<file path="config.mk">
export PLATFORM = sky130hd
export DESIGN_NAME = slps_core
export DESIGN_NICKNAME = d
export VERILOG_FILES = /design/src/hw/slps_pkg.sv /design/src/hw/slps_core.sv /design/src/hw/slps_sync3.sv /design/src/hw/slps_rec_cnt.sv
export SDC_FILE = /design/constraint.sdc
export NUM_CORES = 1
export LEC_CHECK = 0
export ABC_CLOCK_PERIOD_IN_PS = 2670
export BUFFER_PORTS_ARGS = -buffer_cell sky130_fd_sc_hd__buf_2
export CAP_MARGIN = 20
export CORE_MARGIN = 8
export CORE_UTILIZATION = 45
export DETAILED_ROUTE_END_ITERATION = 8
export PLACE_DENSITY = 0.85
export SLEW_MARGIN = 15
export SYNTH_ARGS = -nofsm -noshare
export SYNTH_HDL_FRONTEND = slang
export SYNTH_HIERARCHICAL = 1
export SYNTH_SLANG_ARGS = --single-unit
export TNS_END_PERCENT = 1
</file>
<file path="constraint.sdc">
create_clock -name aclk -period 2.67 [get_ports aclk]
set_input_delay 0.4005 -clock aclk [delete_from_list [all_inputs] [get_ports aclk]]
set_output_delay 0.4005 -clock aclk [all_outputs]
set_load 0.1 [all_outputs]
</file>
<file path="src/hw/slps_pkg.sv">
// shared constants and types of the low-power and status block
package slps_pkg;
  localparam int unsigned ADDR_W = 18;
  // register indices; byte address is four times the index
  localparam logic [15:0] IDX_BRK_STAT = 16'hfe00;
  localparam logic [15:0] IDX_RST_SRC = 16'hfe01;
  localparam logic [15:0] IDX_BRK_CTL = 16'hfe03;
  localparam logic [15:0] IDX_IRQ_A = 16'hfe04;
  localparam logic [15:0] IDX_IRQ_B = 16'hfe05;
  localparam logic [15:0] IDX_IRQ_C = 16'hfe06;
  localparam logic [15:0] IDX_CFG = 16'hfe08;
  // field positions
  localparam int unsigned BIT_WAKE = 1;
  localparam int unsigned BIT_BREAK_CLEAR_ENABLE = 7;
  localparam int unsigned BIT_SHORT_REC = 0;
  localparam int unsigned BIT_OSC_KEEP = 1;
  localparam int unsigned BIT_WDOG_DIS = 2;
  localparam int unsigned BIT_POR = 7;
  // reset values
  localparam logic [7:0] RST_SRC_POR_VAL = 8'h80;
  localparam logic [7:0] CFG_RST_VAL = 8'h00;
  localparam logic [7:0] IRQ_A_RST_VAL = 8'h00;
  // stop recovery, in crystal-derived clock cycles
  localparam int unsigned REC_LONG_CYC = 4096;
  localparam int unsigned REC_SHORT_CYC = 32;
  localparam int unsigned REC_W = 13;
  localparam logic [1:0] RESP_OKAY = 2'b00;
  localparam logic [1:0] RESP_DECERR = 2'b11;

  // internal reset events, one-cycle pulses from reset logic on aclk
  typedef struct packed {
    logic wdog;
    logic illegal_opcode_reset_flag;
    logic illegal_address_reset_flag;
    logic forced_monitor_reset_flag;
    logic low_voltage_reset_flag;
  } slps_rst_src_t;

  typedef enum logic [1:0] {
    LP_RUN = 2'b00,
    LP_STOP = 2'b01,
    LP_RECOV = 2'b11,
    LP_WAIT = 2'b10
  } slps_lp_t;

  typedef enum logic [1:0] {
    VEC_NONE = 2'b00,
    VEC_RESET = 2'b01,
    VEC_SWI = 2'b10,
    VEC_IRQ = 2'b11
  } slps_vec_t;
endpackage

</file>
<file path="src/hw/slps_core.sv">
// system integration: status registers, break handling, wait/stop sequencing
`timescale 1ns/1ns
// How it works
// - register A shows pending flags six..one in bits 7..2; low bits zero.
// - register B shows pending flags fourteen..seven across all eight bits.
// - register C shows flags sixteen and fifteen in bits 1..0; rest zero.
// - a pending flag is one exactly while its source requests.
// - any reset outranks every interrupt and is never arbitrated.
// - a break request forces the next vector fetch to the software vector.
// - during break, flag clearing is blocked unless break clear enable is set.
// - a flag cleared during break stays cleared afterwards.
// - two-step clears stay blocked in break; second step works after break.
// - wait or stop clears the interrupt mask and stops processor clocks.
// - wait stops processor clocks, peripherals run, enabled interrupts wake.
// - after an interrupt wake from wait, stacking starts one cycle later; a break wake does not stack.
// - with watchdog disable clear, the watchdog runs through wait.
// - stop holds counter reset, clocks off, generator off unless kept running.
// - interrupt stop recovery lasts 4096 ticks, or 32 when short is selected.
// - stop exit by reset always uses the 4096-tick recovery.
// - stacking and clocks wait until stop recovery has elapsed.
// - counter held from stop until recovery, then times the recovery.
// - the wake flag reads one when a break ended wait.
// - reading the reset source register clears all its flags.
// - power-on sets only its flag; other sources add their own flag.
// - separate flags for pin, watchdog, opcode, address, monitor, low voltage.
module slps_core #(
  parameter int unsigned REC_LONG = slps_pkg::REC_LONG_CYC, // long recovery ticks
  parameter int unsigned REC_SHORT = slps_pkg::REC_SHORT_CYC // short recovery ticks
) (
  input wire logic aclk, // clock, 100 MHz
  input wire logic aresetn, // power-on reset, sync, active low
  input wire logic ce, // clock enable, freezes all state except the recovery counter, which still clears while hold is high
  input wire logic [slps_pkg::ADDR_W-1:0] awaddr, // write address
  input wire logic awvalid, // write address valid
  output logic awready, // write address ready
  input wire logic [31:0] wdata, // write data
  input wire logic [3:0] wstrb, // write strobes
  input wire logic wvalid, // write data valid
  output logic wready, // write data ready
  output logic [1:0] bresp, // write response
  output logic bvalid, // write response valid
  input wire logic bready, // write response ready
  input wire logic [slps_pkg::ADDR_W-1:0] araddr, // read address
  input wire logic arvalid, // read address valid
  output logic arready, // read address ready
  output logic [31:0] rdata, // read data
  output logic [1:0] rresp, // read response
  output logic rvalid, // read data valid
  input wire logic rready, // read data ready
  input wire logic [15:0] irq_req, // source requests, bit 0 is source one
  input wire logic irq_wake, // an enabled, active module interrupts
  input wire slps_pkg::slps_rst_src_t rst_src, // internal reset events
  input wire logic rst_pin_n, // external reset pin, asynchronous
  input wire logic brk_req, // break module output
  input wire logic brk_done, // processor leaves break state
  input wire logic wait_exec, // wait instruction executed
  input wire logic stop_exec, // stop instruction executed
  input wire logic xclk_tick, // one crystal-derived clock cycle
  output logic imask_clr, // clear processor interrupt mask
  output logic cpu_clk_en, // processor clocks run
  output logic periph_clk_en, // peripheral clocks run
  output logic clkgen_en, // clock generator outputs enabled
  output logic sys_cnt_hold, // system counter held in reset
  output logic stack_start, // begin interrupt stacking
  output slps_pkg::slps_vec_t vec_sel, // vector for the next fetch
  output logic clear_allow, // peripheral flag clearing allowed
  output logic brk_active, // break state
  output logic wdog_run // watchdog enabled
);
  slps_pkg::slps_lp_t state_ff;
  slps_pkg::slps_lp_t nxt_state;
  logic [7:0] rst_flags_ff;
  logic [7:0] cfg_ff;
  logic break_clear_enable_ff;
  logic wake_ff;
  logic rec_long_ff;
  logic pin_lvl;
  logic pin_prev_ff;
  logic pin_fall;
  logic any_rst;
  logic rec_done;
  logic [slps_pkg::REC_W-1:0] rec_limit;
  logic aw_have_ff;
  logic w_have_ff;
  logic [15:0] aw_idx_ff;
  logic [31:0] wd_ff;
  logic [3:0] ws_ff;
  logic wr_go;
  logic rd_go;
  logic [15:0] ar_idx;
  logic [7:0] rd_val;
  logic rd_hit;
  logic rd_rst_src;

  slps_sync3 #(.RST_VAL(1'b1)) u_pin_sync (
    .aclk(aclk),
    .aresetn(aresetn),
    .ce(ce),
    .din(rst_pin_n),
    .dout(pin_lvl)
  );

  always_ff @(posedge aclk)
  begin
    if (!aresetn)
      pin_prev_ff <= 1'b1;
    else if (ce)
      pin_prev_ff <= pin_lvl;
  end

  assign pin_fall = pin_prev_ff && !pin_lvl;
  assign any_rst = pin_fall || (|rst_src);

  // ---- register bus ----
  // address, data and read readies drop while frozen; a B or R handshake can still complete while frozen and is ignored
  assign awready = !aw_have_ff && !bvalid && ce;
  assign wready = !w_have_ff && !bvalid && ce;
  assign wr_go = aw_have_ff && w_have_ff && !bvalid;
  assign arready = !rvalid && ce;
  assign rd_go = arvalid && arready;
  assign ar_idx = araddr[17:2];

  always_ff @(posedge aclk)
  begin
    if (!aresetn)
    begin
      aw_have_ff <= 1'b0;
      w_have_ff <= 1'b0;
      aw_idx_ff <= 16'h0000;
      wd_ff <= 32'h0000_0000;
      ws_ff <= 4'h0;
      bvalid <= 1'b0;
      bresp <= slps_pkg::RESP_OKAY;
    end
    else if (ce)
    begin
      if (awvalid && awready)
      begin
        aw_have_ff <= 1'b1;
        aw_idx_ff <= awaddr[17:2];
      end
      if (wvalid && wready)
      begin
        w_have_ff <= 1'b1;
        wd_ff <= wdata;
        ws_ff <= wstrb;
      end
      if (wr_go)
      begin
        aw_have_ff <= 1'b0;
        w_have_ff <= 1'b0;
        bvalid <= 1'b1;
        case (aw_idx_ff)
          slps_pkg::IDX_BRK_STAT, slps_pkg::IDX_RST_SRC, slps_pkg::IDX_BRK_CTL,
          slps_pkg::IDX_IRQ_A, slps_pkg::IDX_IRQ_B, slps_pkg::IDX_IRQ_C,
          slps_pkg::IDX_CFG: bresp <= slps_pkg::RESP_OKAY;
          default: bresp <= slps_pkg::RESP_DECERR;
        endcase
      end
      else if (bvalid && bready)
        bvalid <= 1'b0;
    end
  end

  always_comb
  begin
    rd_hit = 1'b1;
    rd_val = 8'h00;
    case (ar_idx)
      slps_pkg::IDX_BRK_STAT: rd_val[slps_pkg::BIT_WAKE] = wake_ff;
      slps_pkg::IDX_RST_SRC: rd_val = rst_flags_ff;
      slps_pkg::IDX_BRK_CTL: rd_val[slps_pkg::BIT_BREAK_CLEAR_ENABLE] = break_clear_enable_ff;
      slps_pkg::IDX_IRQ_A: rd_val = {irq_req[5:0], 2'b00};
      slps_pkg::IDX_IRQ_B: rd_val = irq_req[13:6];
      slps_pkg::IDX_IRQ_C: rd_val = {6'b00_0000, irq_req[15:14]};
      slps_pkg::IDX_CFG: rd_val = cfg_ff;
      default: rd_hit = 1'b0;
    endcase
  end

  assign rd_rst_src = rd_go && (ar_idx == slps_pkg::IDX_RST_SRC);

  always_ff @(posedge aclk)
  begin
    if (!aresetn)
    begin
      rvalid <= 1'b0;
      rdata <= 32'h0000_0000;
      rresp <= slps_pkg::RESP_OKAY;
    end
    else if (ce)
    begin
      if (rd_go)
      begin
        rvalid <= 1'b1;
        rdata <= {24'h00_0000, rd_val};
        rresp <= rd_hit ? slps_pkg::RESP_OKAY : slps_pkg::RESP_DECERR;
      end
      else if (rvalid && rready)
        rvalid <= 1'b0;
    end
  end

  // ---- software-written control ----
  always_ff @(posedge aclk)
  begin
    if (!aresetn)
    begin
      cfg_ff <= slps_pkg::CFG_RST_VAL;
      break_clear_enable_ff <= 1'b0;
    end
    else if (ce && wr_go && ws_ff[0])
    begin
      if (aw_idx_ff == slps_pkg::IDX_CFG)
        cfg_ff <= {5'b0_0000, wd_ff[2:0]};
      if (aw_idx_ff == slps_pkg::IDX_BRK_CTL)
        break_clear_enable_ff <= wd_ff[slps_pkg::BIT_BREAK_CLEAR_ENABLE];
    end
  end

  // power-on leaves only its own flag; later sources accumulate, set beats read clear
  always_ff @(posedge aclk)
  begin
    if (!aresetn)
      rst_flags_ff <= slps_pkg::RST_SRC_POR_VAL;
    else if (ce)
      rst_flags_ff <= (rd_rst_src ? 8'h00 : rst_flags_ff)
        | {1'b0, pin_fall, rst_src.wdog, rst_src.illegal_opcode_reset_flag, rst_src.illegal_address_reset_flag,
           rst_src.forced_monitor_reset_flag, rst_src.low_voltage_reset_flag, 1'b0};
  end

  // ---- break ----
  always_ff @(posedge aclk)
  begin
    if (!aresetn)
      brk_active <= 1'b0;
    else if (ce)
    begin
      if (any_rst)
        brk_active <= 1'b0;
      else if (brk_req)
        brk_active <= 1'b1;
      else if (brk_done)
        brk_active <= 1'b0;
    end
  end

  // peripherals gate both steps of a clear on this, so a first step taken
  // before break cannot complete inside it unless break clear enable is set; what was cleared stays cleared
  assign clear_allow = !brk_active || break_clear_enable_ff;

  // wake flag: set by a break ending wait, software clears by writing zero
  always_ff @(posedge aclk)
  begin
    if (!aresetn)
      wake_ff <= 1'b0;
    else if (ce)
    begin
      if (state_ff == slps_pkg::LP_WAIT && brk_req && !any_rst)
        wake_ff <= 1'b1;
      else if (wr_go && ws_ff[0] && aw_idx_ff == slps_pkg::IDX_BRK_STAT
               && !wd_ff[slps_pkg::BIT_WAKE])
        wake_ff <= 1'b0;
    end
  end

  // reset first, then break, then maskable interrupts
  always_ff @(posedge aclk)
  begin
    if (!aresetn)
      vec_sel <= slps_pkg::VEC_RESET;
    else if (ce)
    begin
      if (any_rst)
        vec_sel <= slps_pkg::VEC_RESET;
      else if (brk_req)
        vec_sel <= slps_pkg::VEC_SWI;
      else if (|irq_req)
        vec_sel <= slps_pkg::VEC_IRQ;
      else
        vec_sel <= slps_pkg::VEC_NONE;
    end
  end

  // ---- low-power sequencing ----
  always_comb
  begin
    nxt_state = state_ff;
    case (state_ff)
      slps_pkg::LP_RUN:
        if (any_rst)
          nxt_state = slps_pkg::LP_RUN;
        else if (stop_exec)
          nxt_state = slps_pkg::LP_STOP;
        else if (wait_exec)
          nxt_state = slps_pkg::LP_WAIT;
      slps_pkg::LP_WAIT:
        if (any_rst || irq_wake || brk_req)
          nxt_state = slps_pkg::LP_RUN;
      slps_pkg::LP_STOP:
        if (any_rst || irq_wake)
          nxt_state = slps_pkg::LP_RECOV;
      slps_pkg::LP_RECOV:
        if (rec_done)
          nxt_state = slps_pkg::LP_RUN;
      default: nxt_state = slps_pkg::LP_RUN;
    endcase
  end

  always_ff @(posedge aclk)
  begin
    if (!aresetn)
      state_ff <= slps_pkg::LP_RUN;
    else if (ce)
      state_ff <= nxt_state;
  end

  // a reset during stop or recovery forces the long interval
  always_ff @(posedge aclk)
  begin
    if (!aresetn)
      rec_long_ff <= 1'b0;
    else if (ce)
    begin
      if (state_ff == slps_pkg::LP_STOP && nxt_state == slps_pkg::LP_RECOV)
        rec_long_ff <= any_rst || !cfg_ff[slps_pkg::BIT_SHORT_REC];
      else if (state_ff == slps_pkg::LP_RECOV && any_rst)
        rec_long_ff <= 1'b1;
    end
  end

  assign rec_limit = rec_long_ff ? slps_pkg::REC_W'(REC_LONG)
                                 : slps_pkg::REC_W'(REC_SHORT);

  slps_rec_cnt #(.W(slps_pkg::REC_W)) u_rec (
    .aclk(aclk),
    .aresetn(aresetn),
    .ce(ce),
    .hold(sys_cnt_hold),
    .tick(xclk_tick),
    .limit(rec_limit),
    .done(rec_done)
  );

  // clock enables follow the next state so they match state_ff
  always_ff @(posedge aclk)
  begin
    if (!aresetn)
    begin
      cpu_clk_en <= 1'b1;
      periph_clk_en <= 1'b1;
      clkgen_en <= 1'b1;
      sys_cnt_hold <= 1'b1;
      imask_clr <= 1'b0;
      stack_start <= 1'b0;
    end
    else if (ce)
    begin
      cpu_clk_en <= nxt_state == slps_pkg::LP_RUN;
      periph_clk_en <= nxt_state == slps_pkg::LP_RUN
                    || nxt_state == slps_pkg::LP_WAIT;
      clkgen_en <= nxt_state != slps_pkg::LP_STOP
                || cfg_ff[slps_pkg::BIT_OSC_KEEP];
      sys_cnt_hold <= nxt_state != slps_pkg::LP_RECOV;
      imask_clr <= state_ff == slps_pkg::LP_RUN && !any_rst
                && (stop_exec || wait_exec);
      stack_start <= !any_rst && ((state_ff == slps_pkg::LP_WAIT && irq_wake)
                  || (state_ff == slps_pkg::LP_RECOV && rec_done
                      && !rec_long_ff))
                  || (state_ff == slps_pkg::LP_RECOV && rec_done && rec_long_ff
                      && !any_rst && irq_wake);
    end
  end

  // watchdog keeps running in wait unless disabled by configuration
  assign wdog_run = !cfg_ff[slps_pkg::BIT_WDOG_DIS];
endmodule

</file>
<file path="src/hw/slps_sync3.sv">
// three-stage synchroniser; output moves only when stages two and three agree
`timescale 1ns/1ns
module slps_sync3 #(
  parameter logic RST_VAL = 1'b1
) (
  input wire logic aclk, // clock
  input wire logic aresetn, // sync reset, active low
  input wire logic ce, // clock enable
  input wire logic din, // asynchronous input
  output logic dout // filtered level
);
  logic s1_ff;
  logic s2_ff;
  logic s3_ff;

  always_ff @(posedge aclk)
  begin
    if (!aresetn)
    begin
      s1_ff <= RST_VAL;
      s2_ff <= RST_VAL;
      s3_ff <= RST_VAL;
      dout <= RST_VAL;
    end
    else if (ce)
    begin
      s1_ff <= din;
      s2_ff <= s1_ff;
      s3_ff <= s2_ff;
      if (s2_ff == s3_ff)
        dout <= s3_ff;
    end
  end
endmodule

</file>
<file path="src/hw/slps_rec_cnt.sv">
// recovery counter on crystal-derived ticks; held at zero while hold is high
`timescale 1ns/1ns
module slps_rec_cnt #(
  parameter int unsigned W = slps_pkg::REC_W
) (
  input wire logic aclk, // clock
  input wire logic aresetn, // sync reset, active low
  input wire logic ce, // clock enable
  input wire logic hold, // keep counter in reset
  input wire logic tick, // one crystal-derived cycle
  input wire logic [W-1:0] limit, // cycles to count
  output logic done // high on the last tick and on every later tick until hold
);
  logic [W-1:0] cnt_ff;

  always_ff @(posedge aclk)
  begin
    if (!aresetn || hold)
      cnt_ff <= '0;
    else if (ce && tick && !done)
      cnt_ff <= cnt_ff + W'(1);
  end

  assign done = !hold && tick && (cnt_ff == limit - W'(1));
endmodule

</file>
**Yosys cells after proc, flatten, opt, wreduce, memory -nomap -nowiden**

Cells that the tools add are included.

- Bits in registers: 84
- Latch bits: 0
- RAM bits: 0
- ROM bits: 0
- Bits of input ports: 108
- Output and inout port bits: 52
- Logic and storage cells: 178
- Memories kept: 0

- Add/sub/neg operators: 2
- Multipliers: 0
- Div/mod/pow operators: 0
- Magnitude comparators: 0
- Equal/unequal tests: 23
- Shifts and indexed selects: 0
- Mux-type cells: 34
- Bitwise gates (word level): 1
- Reductions and logical operators: 88

Operator list:

| kind | number |
|---|---|
| 16-bit equality test, second input constant | 14 |
| 1-bit logical AND | 36 |
| 2-bit AND reduction | 14 |
| 2-bit 2-to-1 mux | 11 |
| 5-bit one-hot mux with 4 select lines | 1 |
| 1-bit 2-to-1 mux | 16 |
| 16-bit OR reduction | 1 |
| 1-bit logical NOT | 14 |
| 7-bit OR reduction | 2 |
| 13-bit by 1-bit adder with 13-bit output, second input constant | 1 |
| 13-bit equality test | 1 |
| 13-bit 2-to-1 mux | 1 |
| 13-bit by 1-bit subtractor with 13-bit output, second input constant | 1 |
| 2-bit nonzero test | 6 |
| 1-bit logical OR | 11 |
| 2-bit equality test, second input constant | 4 |
| 8-bit 2-to-1 mux | 1 |
| 8-bit by 7-bit bitwise OR with 8-bit output | 1 |
| 1-bit one-hot mux with 4 select lines | 2 |
| 2-bit one-hot mux with 4 select lines | 1 |
| 1-bit one-hot mux with 5 select lines | 1 |
| 5-bit OR reduction | 1 |
| 2-bit logical NOT | 2 |
| 3-bit nonzero test | 1 |
| other kinds (4) | 4 |

**Longest topological paths before layout**

Gate-level depths: netlist (run 1).

- Depth after elaboration: 11
- Gate-level depth with buffers: 16

**Hierarchy**

The synthesis (run 1) kept the hierarchy.

Modules (own cells, without submodules):

| module | times used | cells each | area an instance (um2) | sequential area each (um2) |
|---|---|---|---|---|
| slps_core | 1 | 364 | 3022.9 | 1201.2 |
| slps_rec_cnt | 1 | 161 | 1282.5 | 260.2 |
| slps_sync3 | 1 | 14 | 142.6 | 80.1 |

**Worst setup path after synthesis (run 1)**

Ideal clock, no wire load.

- Kind: flip-flop to flip-flop
- Start: register bvalid
- End: register aw_idx_ff[0]
- Arrival time: 4.101 ns
- Required time: 2.538 ns
- Path slack: -1.564 ns
- Stages on the path, launching flop included: 6
- Buffers on the path: 1
- Clock period less this slack: 4.234 ns
- Path through: dfxtp_1 -> nor3b_1 -> nand2_1 -> clkbuf_1 -> nand2_1 -> a21oi_1

- Cells in the longest elaborated chain, start to end: 5

Ends and longest elaborated chain:

| item | line | source |
|---|---|---|
| start: declaration | slps_core.sv:41 | `output logic bvalid,` |
| start signal: assignment | slps_core.sv:132 | `bvalid <= 1'b0;` |
| start signal: assignment | slps_core.sv:152 | `bvalid <= 1'b1;` |
| start signal: assignment | slps_core.sv:161 | `bvalid <= 1'b0;` |
| 1-bit logical NOT | slps_core.sv:116 | `assign awready = !aw_have_ff && !bvalid && ce;` |
| 1-bit logical AND (2 in a row) | slps_core.sv:116 |  |
| net awready | slps_core.sv:35 | `output logic awready,` |
| 1-bit logical AND | slps_core.sv:137 | `if (awvalid && awready)` |
| 2-bit AND reduction (no source line) | n/a |  |
| end signal: assignment | slps_core.sv:140 | `aw_idx_ff <= awaddr[17:2];` |
| end: declaration | slps_core.sv:85 | `logic [15:0] aw_idx_ff;` |

The timed path passes the listed nets, and every way through them passes these cells.
A chain may end at the register's enable or synchronous reset.

**Final worst setup path (run 1)**

- Start: register rec_long_ff
- End: register u_rec.cnt_ff[9]

- Cells in the longest elaborated chain, start to end: 6

Ends and longest elaborated chain:

| item | line | source |
|---|---|---|
| start: declaration | slps_core.sv:76 | `logic rec_long_ff;` |
| start signal: assignment | slps_core.sv:326 | `rec_long_ff <= any_rst \|\| !cfg_ff[slps_pkg::BIT_SHORT_REC];` |
| 13-bit 2-to-1 mux | slps_core.sv:332 | `assign rec_limit = rec_long_ff ? slps_pkg::REC_W'(REC_LONG)` |
| net rec_limit (one bit) | slps_core.sv:82 | `logic [slps_pkg::REC_W-1:0] rec_limit;` |
| 13-bit by 1-bit subtractor with 13-bit output | slps_rec_cnt.sv:24 | `assign done = !hold && tick && (cnt_ff == limit - W'(1));` |
| 13-bit equality test | slps_rec_cnt.sv:24 |  |
| 1-bit logical AND | slps_rec_cnt.sv:24 |  |
| net rec_done | slps_core.sv:81 | `logic rec_done;` |
| 1-bit logical NOT | slps_rec_cnt.sv:20 | `else if (ce && tick && !done)` |
| 1-bit logical AND | slps_rec_cnt.sv:20 |  |
| end signal: assignment | slps_rec_cnt.sv:21 | `cnt_ff <= cnt_ff + W'(1);` |
| end: declaration | slps_rec_cnt.sv:14 | `logic [W-1:0] cnt_ff;` |

The timed path passes the listed nets, and every way through them passes these cells.

==> impl_metrics.toml, run 1 <==
[timing]
setup_violations = 0
grt_setup_unrepaired = "no"
slew_violations = 0
holdWs_ns = 0.255
fin_skew_ns = 0.00805
setup_slack_ns = 0.197
fmax_mhz = 404
period_needed_ns = 2.47
hold_viol_final = 0
post-route-period-util_pct = 92.6
worst_pin_slew_ns = 0.695
maxSlewHeadroom_pct = 53.2

[place]
portBuffers = 100
gp_congestion = 0.902
dp_hpwl_mm = 9.45
dp_cells = 785
dpl_worst_slack_ns = 0.0515

[grt]
grt_pass1_vias = 4217
track_usage_pct = 18.2
grt_pass1_wl_mm = 19.6
grt_overflow = 0
grt_max_degree = 38
antenna_found_initial = 2

[layout]
drive_above_1_share_pct = 22.4
synthToLayoutAreaGrowth_pct = 18.6
fin_cells = 803
layout.nets = 774
fin_util_pct = 54.5

[floorplan]
core-area_um2 = 9680
die_h_um = 115
pin_count = 160
num_rows = 36
start_util_pct = 45.9
dieArea_um2 = 13300
die_w_um = 115

[yosys]
yosys_warnings = 6
yosysMostFrequentCell = "dfxtp_1"
postSynth.asyncResetShare_pct = 0
synth_edf_count = 0
synth.distinct_cells = 80
synth_ff_type = "dfxtp_1"
synthTopCellsByArea = "dfxtp_1, nand2_1, a21oi_1"
synth_top_cell_by_area = "dfxtp_1"
syn_inst = 539
synth_top_area_share_pct = 34.7
yosysSeqAreaShare_pct = 34.7
synth.cell_area_um2 = 4450
syn_avg_cell_area_um2 = 8.25
synth_common_cells = "dfxtp_1, nand2_1, a21oi_1, nor2_1, buf_4"
ys_seq_elements = 77

[clock_network]
tritoncts = "built"
root_buffer = "clkbuf_8"
cts_made_buffers = 9
cts.clk_slew.worst_paths_ns = 0.08
clock_latency_ns = 0.36
clock_sinks = 77
hold_buffers = 0
cts_max_level = 3
cts_buffer_depth = 2

[worst_setup_path]
critPathLaunchType = "register"
critPathKind = "register to register"
crit_required_ns = 2.96
crit_path_end_kind = "register"
worstPathMaxFanout = 14
cp.arrival_ns = 2.77

[detailed_routing]
routed_wl_mm = 12.3
first_pass_iters = 6
vias_per_cell = 5.48
vias = 4399
ant_nets = 0
drc = 0
wire_per_inst_um = 15.3
drtIter0Drc = 429

[run_status]
status = "finished clean"

[worst_hold_path]
hold_path_class = "input port to register"

[pwr]
p_leak_uw = 0.00212
p_per_area_nw_per_um2 = 526
ir_drop_mv = 0.565

[flow_run]
drv_cap = 0
==> final timing paths <==
check                            startpoint                       endpoint  slack (ns)  cells past startpoint
setup / recovery   rec_long_ff$_SDFFE_PN0P_   u_rec/cnt_ff[9]$_SDFFE_PP0P_        0.20                     10
hold / removal                      aresetn  u_pin_sync/s1_ff$_SDFFE_PN1P_        0.25                      2
setup reg to reg   rec_long_ff$_SDFFE_PN0P_   u_rec/cnt_ff[9]$_SDFFE_PP0P_        0.20                     10
hold reg to reg   aw_idx_ff[7]$_SDFFE_PN0P_      aw_idx_ff[7]$_SDFFE_PN0P_        0.46                      2
==> metal layers <==
layer	up-vias	GRT usage [%]	wire length, um
li1	2133	-	-
met1	2026	20.8	4870
met4	2	9.46	359
met5	-	0	13
met2	200	30.3	6080
met3	38	5.37	930
==> registers in the layout, indices dropped and copies added (netlist names), 2 cells and up <==
signal,count
u_rec/cnt_ff,13
vec_sel,2
rst_flags_ff,7
wd_ff,4
state_ff,2
aw_idx_ff,16
cfg_ff,3
rdata,8
==> repair_timing <==
action | 4_1_cts | 5_1_grt
hold endpoints to repair | 0 | 0
endpoints found under the setup margin | 0 | 9
resized for setup | 0 | 2
setup buffers | 0 | 1
==> cell families after synthesis <==
| family | count (synthesis) | share of synthesized area [%] |
|---|---|---|
| buffers and inverters | 69 | 9.37 |
| AO/OA/AOI/OAI | 134 | 20.3 |
| AND/OR/NAND/NOR | 223 | 27.6 |
| multiplexers | 18 | 4.19 |
| other | 1 | 0.0843 |
| adder cells (fa/ha/maj) | 2 | 0.562 |
| flip-flops | 77 | 34.7 |
| XOR/XNOR | 15 | 3.26 |
==> metrics by stage <==
stage	instance area (um^2)	setup TNS, ns	total power [uW]
floorplan	4690	-1.01	1730
global placement	5040	0	1800
detailed placement	5040	0	1810
CTS	5270	0	2780
global route	5280	0	2880
finish	5280	0	2770
==> critical path, stage by stage, from the launching register on <==
cell       delay, ns
dfxtp_2         0.35
inv_2           0.07
nor3_2          0.18
nand4_1         0.14
nor3b_1         0.17
o31a_1          0.32
o2111ai_4       0.23
inv_4           0.09
buf_4           0.19
or4_1           0.51
a21oi_1         0.14
==> cell type report <==
class | count | area (um^2)
inverter | 14 | 55.1
fill | 864 | 4410
clock inverter | 7 | 98.8
clock buffer | 9 | 124
timing repair buffer | 107 | 553
multi-input combinational | 455 | 2730
sequential | 77 | 1540
antenna | 1 | 2.50
tap | 133 | 166
==> cells in the final DEF (no fill, tap or decap), drive strengths merged, types with 3 or more instances in the layout <==
| master | n |
|---|---|
| a21oi | 46 |
| a221oi | 4 |
| a22o | 7 |
| a31oi | 4 |
| a32oi | 3 |
| a41oi | 4 |
| and2 | 6 |
| and3 | 4 |
| buf | 107 |
| clkbuf | 9 |
| clkinv | 3 |
| conb | 63 |
| dfxtp | 77 |
| inv | 15 |
| mux2 | 5 |
| mux2i | 13 |
| nand2 | 72 |
| nand2b | 8 |
| nand3 | 14 |
| nand3b | 5 |
| nand4 | 9 |
| nand4b | 5 |
| nor2 | 32 |
| nor2b | 11 |
| nor3 | 14 |
| nor3b | 7 |
| nor4 | 9 |
| nor4b | 5 |
| o21a | 3 |
| o21ai | 28 |
| o31ai | 9 |
| or3 | 4 |
| or4 | 12 |
| xnor2 | 8 |
| xor2 | 6 |
==> where the power goes <==
| part | switching (uW) | internal [uW] |
|---|---|---|
| registers | 31.9 | 1190 |
| logic | 440 | 140 |
| clock network | 445 | 530 |
| total | 917 | 1860 |
(Power assumes the default switching activity.)
==> run 2, diff against run 1 <==
==> constraint.sdc (replaced) <==
create_clock -name aclk -period 2.67 [get_ports aclk]
set_input_delay 0.267 -clock aclk [delete_from_list [all_inputs] [get_ports aclk]]
set_output_delay 0.267 -clock aclk [all_outputs]
set_load 0.1 [all_outputs]
==> run 2 against run 1 <==
Compared with the run above: non-clock buffer count is 1 higher; global-route usage is 0.70 points lower; first-iteration DRC count is 19% lower; sequential power hardly changed; cell count is 0.25% higher; critical path type unchanged; critical endpoint unchanged.
==> impl_metrics.toml, run 2 (synthesized netlist as in run 1, its figures left out) <==
[floorplan]
die_h_um = 115
die_w_um = 115
dieArea_um2 = 13300
core-area_um2 = 9680
num_rows = 36
start_util_pct = 45.9
pin_count = 160

[timing]
setup_tns_ns = 0
post-route-period-util_pct = 91.6
hold_viol_final = 0
worst_pin_slew_ns = 0.721
period_needed_ns = 2.44
fin_skew_ns = 0.00913
maxSlewHeadroom_pct = 51.5
fmax_mhz = 409
setup_violations = 0
slew_violations = 0
grt_setup_unrepaired = "no"

[pwr]
combinationalPowerShare_pct = 22.5
internal_power_uw = 1670
pwr-share-clk_pct = 30.1
p_per_area_nw_per_um2 = 491
p_sw_share_pct = 35.2
ir_drop_mv = 0.300
power_switching_uw = 907
p_leak_uw = 0.00209
power_frac_seq_pct = 47.3

[place]
portBuffers = 100
dp_hpwl_mm = 9.31
gp_congestion = 0.875
dp_cells = 786
place_area_um2 = 5050

[detailed_routing]
first_pass_iters = 6
drtIter0Drc = 348
routed_wl_mm = 12.0
wire_per_inst_um = 14.9
ant_nets = 0
vias_per_cell = 5.36
vias = 4313
drc = 0

[layout]
layout.nets = 775
fin_cells = 805
largest_reg_flops = 16
drive_above_1_share_pct = 22.2
fin_util_pct = 54.1
final_area_um2 = 5240
synthToLayoutAreaGrowth_pct = 17.7
final_cell_mix = "buf_2, dfxtp_1, nand2_1"
final_common_cell = "buf_2"
largestRegisters = "aw_idx_ff: 16 flops, u_rec/cnt_ff: 13 flops, rdata: 8 flops"
largest_register = "aw_idx_ff"

[flow_run]
drv_cap = 0

[clock_network]
cts.clk_slew.worst_paths_ns = 0.08
root_buffer = "clkbuf_8"
clock_sinks = 77
cts_buffer_depth = 2
cts_max_level = 3
tritoncts = "built"
cts_made_buffers = 9
hold_buffers = 0
clock_latency_ns = 0.35

[grt]
grt_pass1_vias = 4159
antenna_found_initial = 2
track_usage_pct = 17.5
grt_max_degree = 38
grt_pass1_wl_mm = 19.1
grt_overflow = 0

[worst_setup_path]
critPathKind = "register to register"
cp.arrival_ns = 2.72
crit_required_ns = 2.95
worstPathMaxFanout = 18
critPathLaunchType = "register"
crit_path_end_kind = "register"

[run_status]
status = "finished clean"

[worst_hold_path]
hold_path_class = "input port to register"
-- run 2: power groups by stage --
stage	combinational (uW)	sequential, uW	clock, uW
final	580	1220	776
after global routing	619	1220	836
after CTS	569	1220	783
after detailed placement	568	1240	0
after global placement	557	1240	0
after floorplan	417	1310	0
-- run 2: layer usage --
layer / GRT usage [%] / part of all wire [%]
met5: 0 / 0
met4: 9.54 / 3.1
met3: 4.06 / 6.1
met2: 28.7 / 48
met1: 20.9 / 42
-- run 2: stage by stage --
| step | power (uW) | setup WS [ns] | hold WS [ns] |
|---|---|---|---|
| detailed placement | 1810 | 0.124 | 0.445 |
| floorplan | 1730 | -0.290 | 0.329 |
| CTS | 2570 | 0.103 | 0.130 |
| global placement | 1800 | 0.210 | 0.439 |
| finish | 2570 | 0.226 | 0.136 |
| global route | 2680 | 0.0607 | 0.143 |
-- run 2: path summary, 6_finish.rpt --
check        slack [ns]                             to  depth (start not counted)                      start
min                0.14  u_pin_sync/s1_ff$_SDFFE_PN1P_                          3                  rst_pin_n
min reg2reg        0.46      aw_idx_ff[5]$_SDFFE_PN0P_                          2  aw_idx_ff[5]$_SDFFE_PN0P_
max                0.23   u_rec/cnt_ff[9]$_SDFFE_PP0P_                         10   rec_long_ff$_SDFFE_PN0P_
max reg2reg        0.23   u_rec/cnt_ff[9]$_SDFFE_PP0P_                         10   rec_long_ff$_SDFFE_PN0P_
-- run 2: repair_timing --
| item | in CTS | in global routing |
|---|---|---|
| setup buffers | 0 | 1 |
| endpoints found under the setup margin | 0 | 5 |
| resized for setup | 0 | 2 |
-- run 2: cell type report --
class	count	area, um^2
flip-flops and latches	77	1540
well taps	133	166
clock buffers	11	131
fillers	919	4450
diodes	2	5.00
repair buffers	108	561
inverters	14	55.1
multi-input cells	455	2740
clock inverters	5	36.3
-- run 2: worst max-delay path, cell delays in order (launching register included) --
cell and delay (ns):
dfxtp_1 0.36, inv_2 0.10, nor3_2 0.15, nand4_1 0.12, nor3b_1 0.15, o31a_1 0.31, o2111ai_4 0.24, inv_4 0.07
buf_4 0.20, or4_1 0.52, a21oi_1 0.16
==> run 3, diff against run 2 <==
CORE_UTILIZATION = 43   (was 45)
RECOVER_POWER = 50   (was default)
SYNTH_HIERARCHICAL = default   (was 1)
==> run 3 against run 2 <==
Compared with the run above: combinational power fell by 20%; cell count fell by 18%; total power fell by 5.6%; critical path type is now input port to register; highest routed layer unchanged.
==> impl_metrics.toml, run 3 <==
[timing]
slew_violations = 0
setup_violations = 0
fmax_mhz = 475
grt_setup_unrepaired = "no"
hold_viol_final = 0
worst_pin_slew_ns = 1.24
period_needed_ns = 2.10
fin_skew_ns = 0.00989
post-route-period-util_pct = 78.8
maxSlewHeadroom_pct = 17.5
setup_slack_ns = 0.567

[yosys]
ys_seq_elements = 77
syn_avg_cell_area_um2 = 8.24
synth.cell_area_um2 = 3790
syn_inst = 460
synthTopCellsByArea = "dfxtp_1, nand2_1, buf_4"
synth_top_cell_by_area = "dfxtp_1"
synth.distinct_cells = 62
postSynth.asyncResetShare_pct = 0
synth_common_cells = "dfxtp_1, nand2_1, a21oi_1, nor2_1, buf_4"
yosys_warnings = 0
synth_top_area_share_pct = 40.7
synth_edf_count = 0
synth_ff_type = "dfxtp_1"
yosysMostFrequentCell = "dfxtp_1"
yosysSeqAreaShare_pct = 40.7

[floorplan]
dieArea_um2 = 12100
start_util_pct = 43.9
num_rows = 34
core-area_um2 = 8640
die_w_um = 110
pin_count = 160
die_h_um = 110

[worst_setup_path]
crit_buf_inv = 1
path_cells = "clkbuf_1 > nand4b_1 > nor4_1 > nand4_1 > mux2i_1 > nor2_1"
crit_path_end_kind = "register"
critPathKind = "input port to register"
cp.arrival_ns = 2.33
worstPathMaxFanout = 14
cpMaxStageDelayCell = "nor4_1"
crit_required_ns = 2.90
critPathLaunchType = "input port"
cpLargestDelayFamily = "simple AND/OR/NAND/NOR gates"
critPathMaxStageDelay_ns = 0.61

[grt]
antenna_found_initial = 0
grt_max_degree = 44
grt_pass1_wl_mm = 16.3
grt_overflow = 0
grt_pass1_vias = 3518
track_usage_pct = 16.9

[pwr]
combinationalPowerShare_pct = 19.1
internal_power_uw = 1610
p_per_area_nw_per_um2 = 554
pwr-share-clk_pct = 31.3
ir_drop_mv = 0.324
p_sw_share_pct = 33.7
power_switching_uw = 820
total_power_uw = 2430
p_leak_uw = 0.00173
power_frac_seq_pct = 49.6

[clock_network]
clock_sinks = 77
cts_max_level = 3
tritoncts = "built"
clock_latency_ns = 0.36
cts_made_buffers = 9
hold_buffers = 0
cts.clk_slew.worst_paths_ns = 0.07
cts_buffer_depth = 2
cts_setup_buffers = 0
cts_resized = 0
root_buffer = "clkbuf_8"

[layout]
largest_reg_flops = 16
synthToLayoutAreaGrowth_pct = 15.8
largestRegisters = "aw_idx_ff: 16 flops, u_rec.cnt_ff: 13 flops, rdata: 8 flops"
final_common_cell = "dfxtp_1"
num_antenna_cells = 0
final_cell_mix = "dfxtp_1, buf_2, nand2_1"
layout.nets = 658
drive_above_1_share_pct = 18.8
largest_register = "aw_idx_ff"

[detailed_routing]
routed_wl_mm = 10.3
wire_per_inst_um = 15.5
drtIter0Drc = 180
vias = 3643
vias_per_cell = 5.50
drc = 0
ant_nets = 0
first_pass_iters = 6

[place]
portBuffers = 100
gp_congestion = 0.850
dpl_worst_slack_ns = 0.520
dp_hpwl_mm = 7.95

[flow_run]
drv_cap = 0

[run_status]
status = "finished clean"

[worst_hold_path]
hold_path_class = "input port to register"
==> run 3: changes by cell type after synthesis, moves of 6 or more <==
cell / previous run / this run
xor2_1: 6 / 0
o31ai_1: 9 / 2
nor2_1: 32 / 38
nor3_1: 12 / 4
==> run 3: logic make-up (layout without fill, tap and decap cells) <==
| kind of cell | Yosys count | after routing | synth area share, % |
|---|---|---|---|
| buf+inv | 57 | 128 | 8.29 |
| flops | 77 | 77 | 40.7 |
| other cells | 1 | 24 | 0.0990 |
| compound gates | 109 | 109 | 18.7 |
| simple gates | 198 | 198 | 27.5 |
| xor+xnor | 3 | 3 | 0.694 |
| fa+ha+maj | 1 | 1 | 0.330 |
| mux | 14 | 14 | 3.70 |
==> run 3: power groups by stage <==
stage          Sequential (uW)  Combinational, uW  Clock [uW]
2_1_floorplan             1290                335           0
3_3_place_gp              1230                461           0
3_5_place_dp              1230                467           0
4_1_cts                   1210                468         776
5_1_grt                   1210                493         837
6_report                  1210                465         760
==> run 3: final cells by class <==
type,count,area (um^2)
Clock buffer,10,128
Sequential cell,77,1540
Inverter,8,30.0
Multi-Input combinational cell,349,2020
Timing Repair Buffer,104,493
Tap cell,108,135
Clock inverter,6,40.0
Fill cell,853,4250
==> run 3: path summary, 6_finish.rpt <==
path / from / to / slack [ns] / cells after the start
max: ce / cfg_ff[0]$_SDFFE_PN0P_ / 0.57 / 6
min: rst_pin_n / u_pin_sync.s1_ff$_SDFFE_PN1P_ / 0.14 / 3
max reg2reg: aw_idx_ff[4]$_SDFFE_PN0P_ / cfg_ff[0]$_SDFFE_PN0P_ / 0.60 / 5
min reg2reg: aw_idx_ff[14]$_SDFFE_PN0P_ / aw_idx_ff[14]$_SDFFE_PN0P_ / 0.45 / 2
==> run 3: worst register-to-register path, cell delays in order, from the launching register on <==
cell     delay, ns
dfxtp_1       0.32
or4bb_1       0.50
nor4_1        0.51
nand4_1       0.34
mux2i_1       0.23
nor2_1        0.05
==> run 3: stage by stage <==
| stage | hold WS, ns | cells | util (%) | TNS [ns] | area, um^2 |
|---|---|---|---|---|---|
| 5_1_grt | 0.128 | 662 | 50.8 | 0 | 4390 |
| 6_report | 0.145 | 662 | 50.8 | 0 | 4390 |
| 4_1_cts | 0.131 | 662 | 51.3 | 0 | 4430 |
| 2_1_floorplan | 0.395 | 483 | - | -1.01 | 3880 |
| 3_3_place_gp | 0.438 | 646 | 49.3 | 0 | 4260 |
| 3_5_place_dp | 0.441 | 646 | 49.3 | 0 | 4260 |
==> run 3: layer usage <==
metal	part of all wire [%]	up-vias	track usage [%]
met5	0	-	0
met4	1.2	0	5.11
met3	8.6	16	6.74
met2	49	151	27.2
met1	41	1681	20.3
li1	-	1795	-
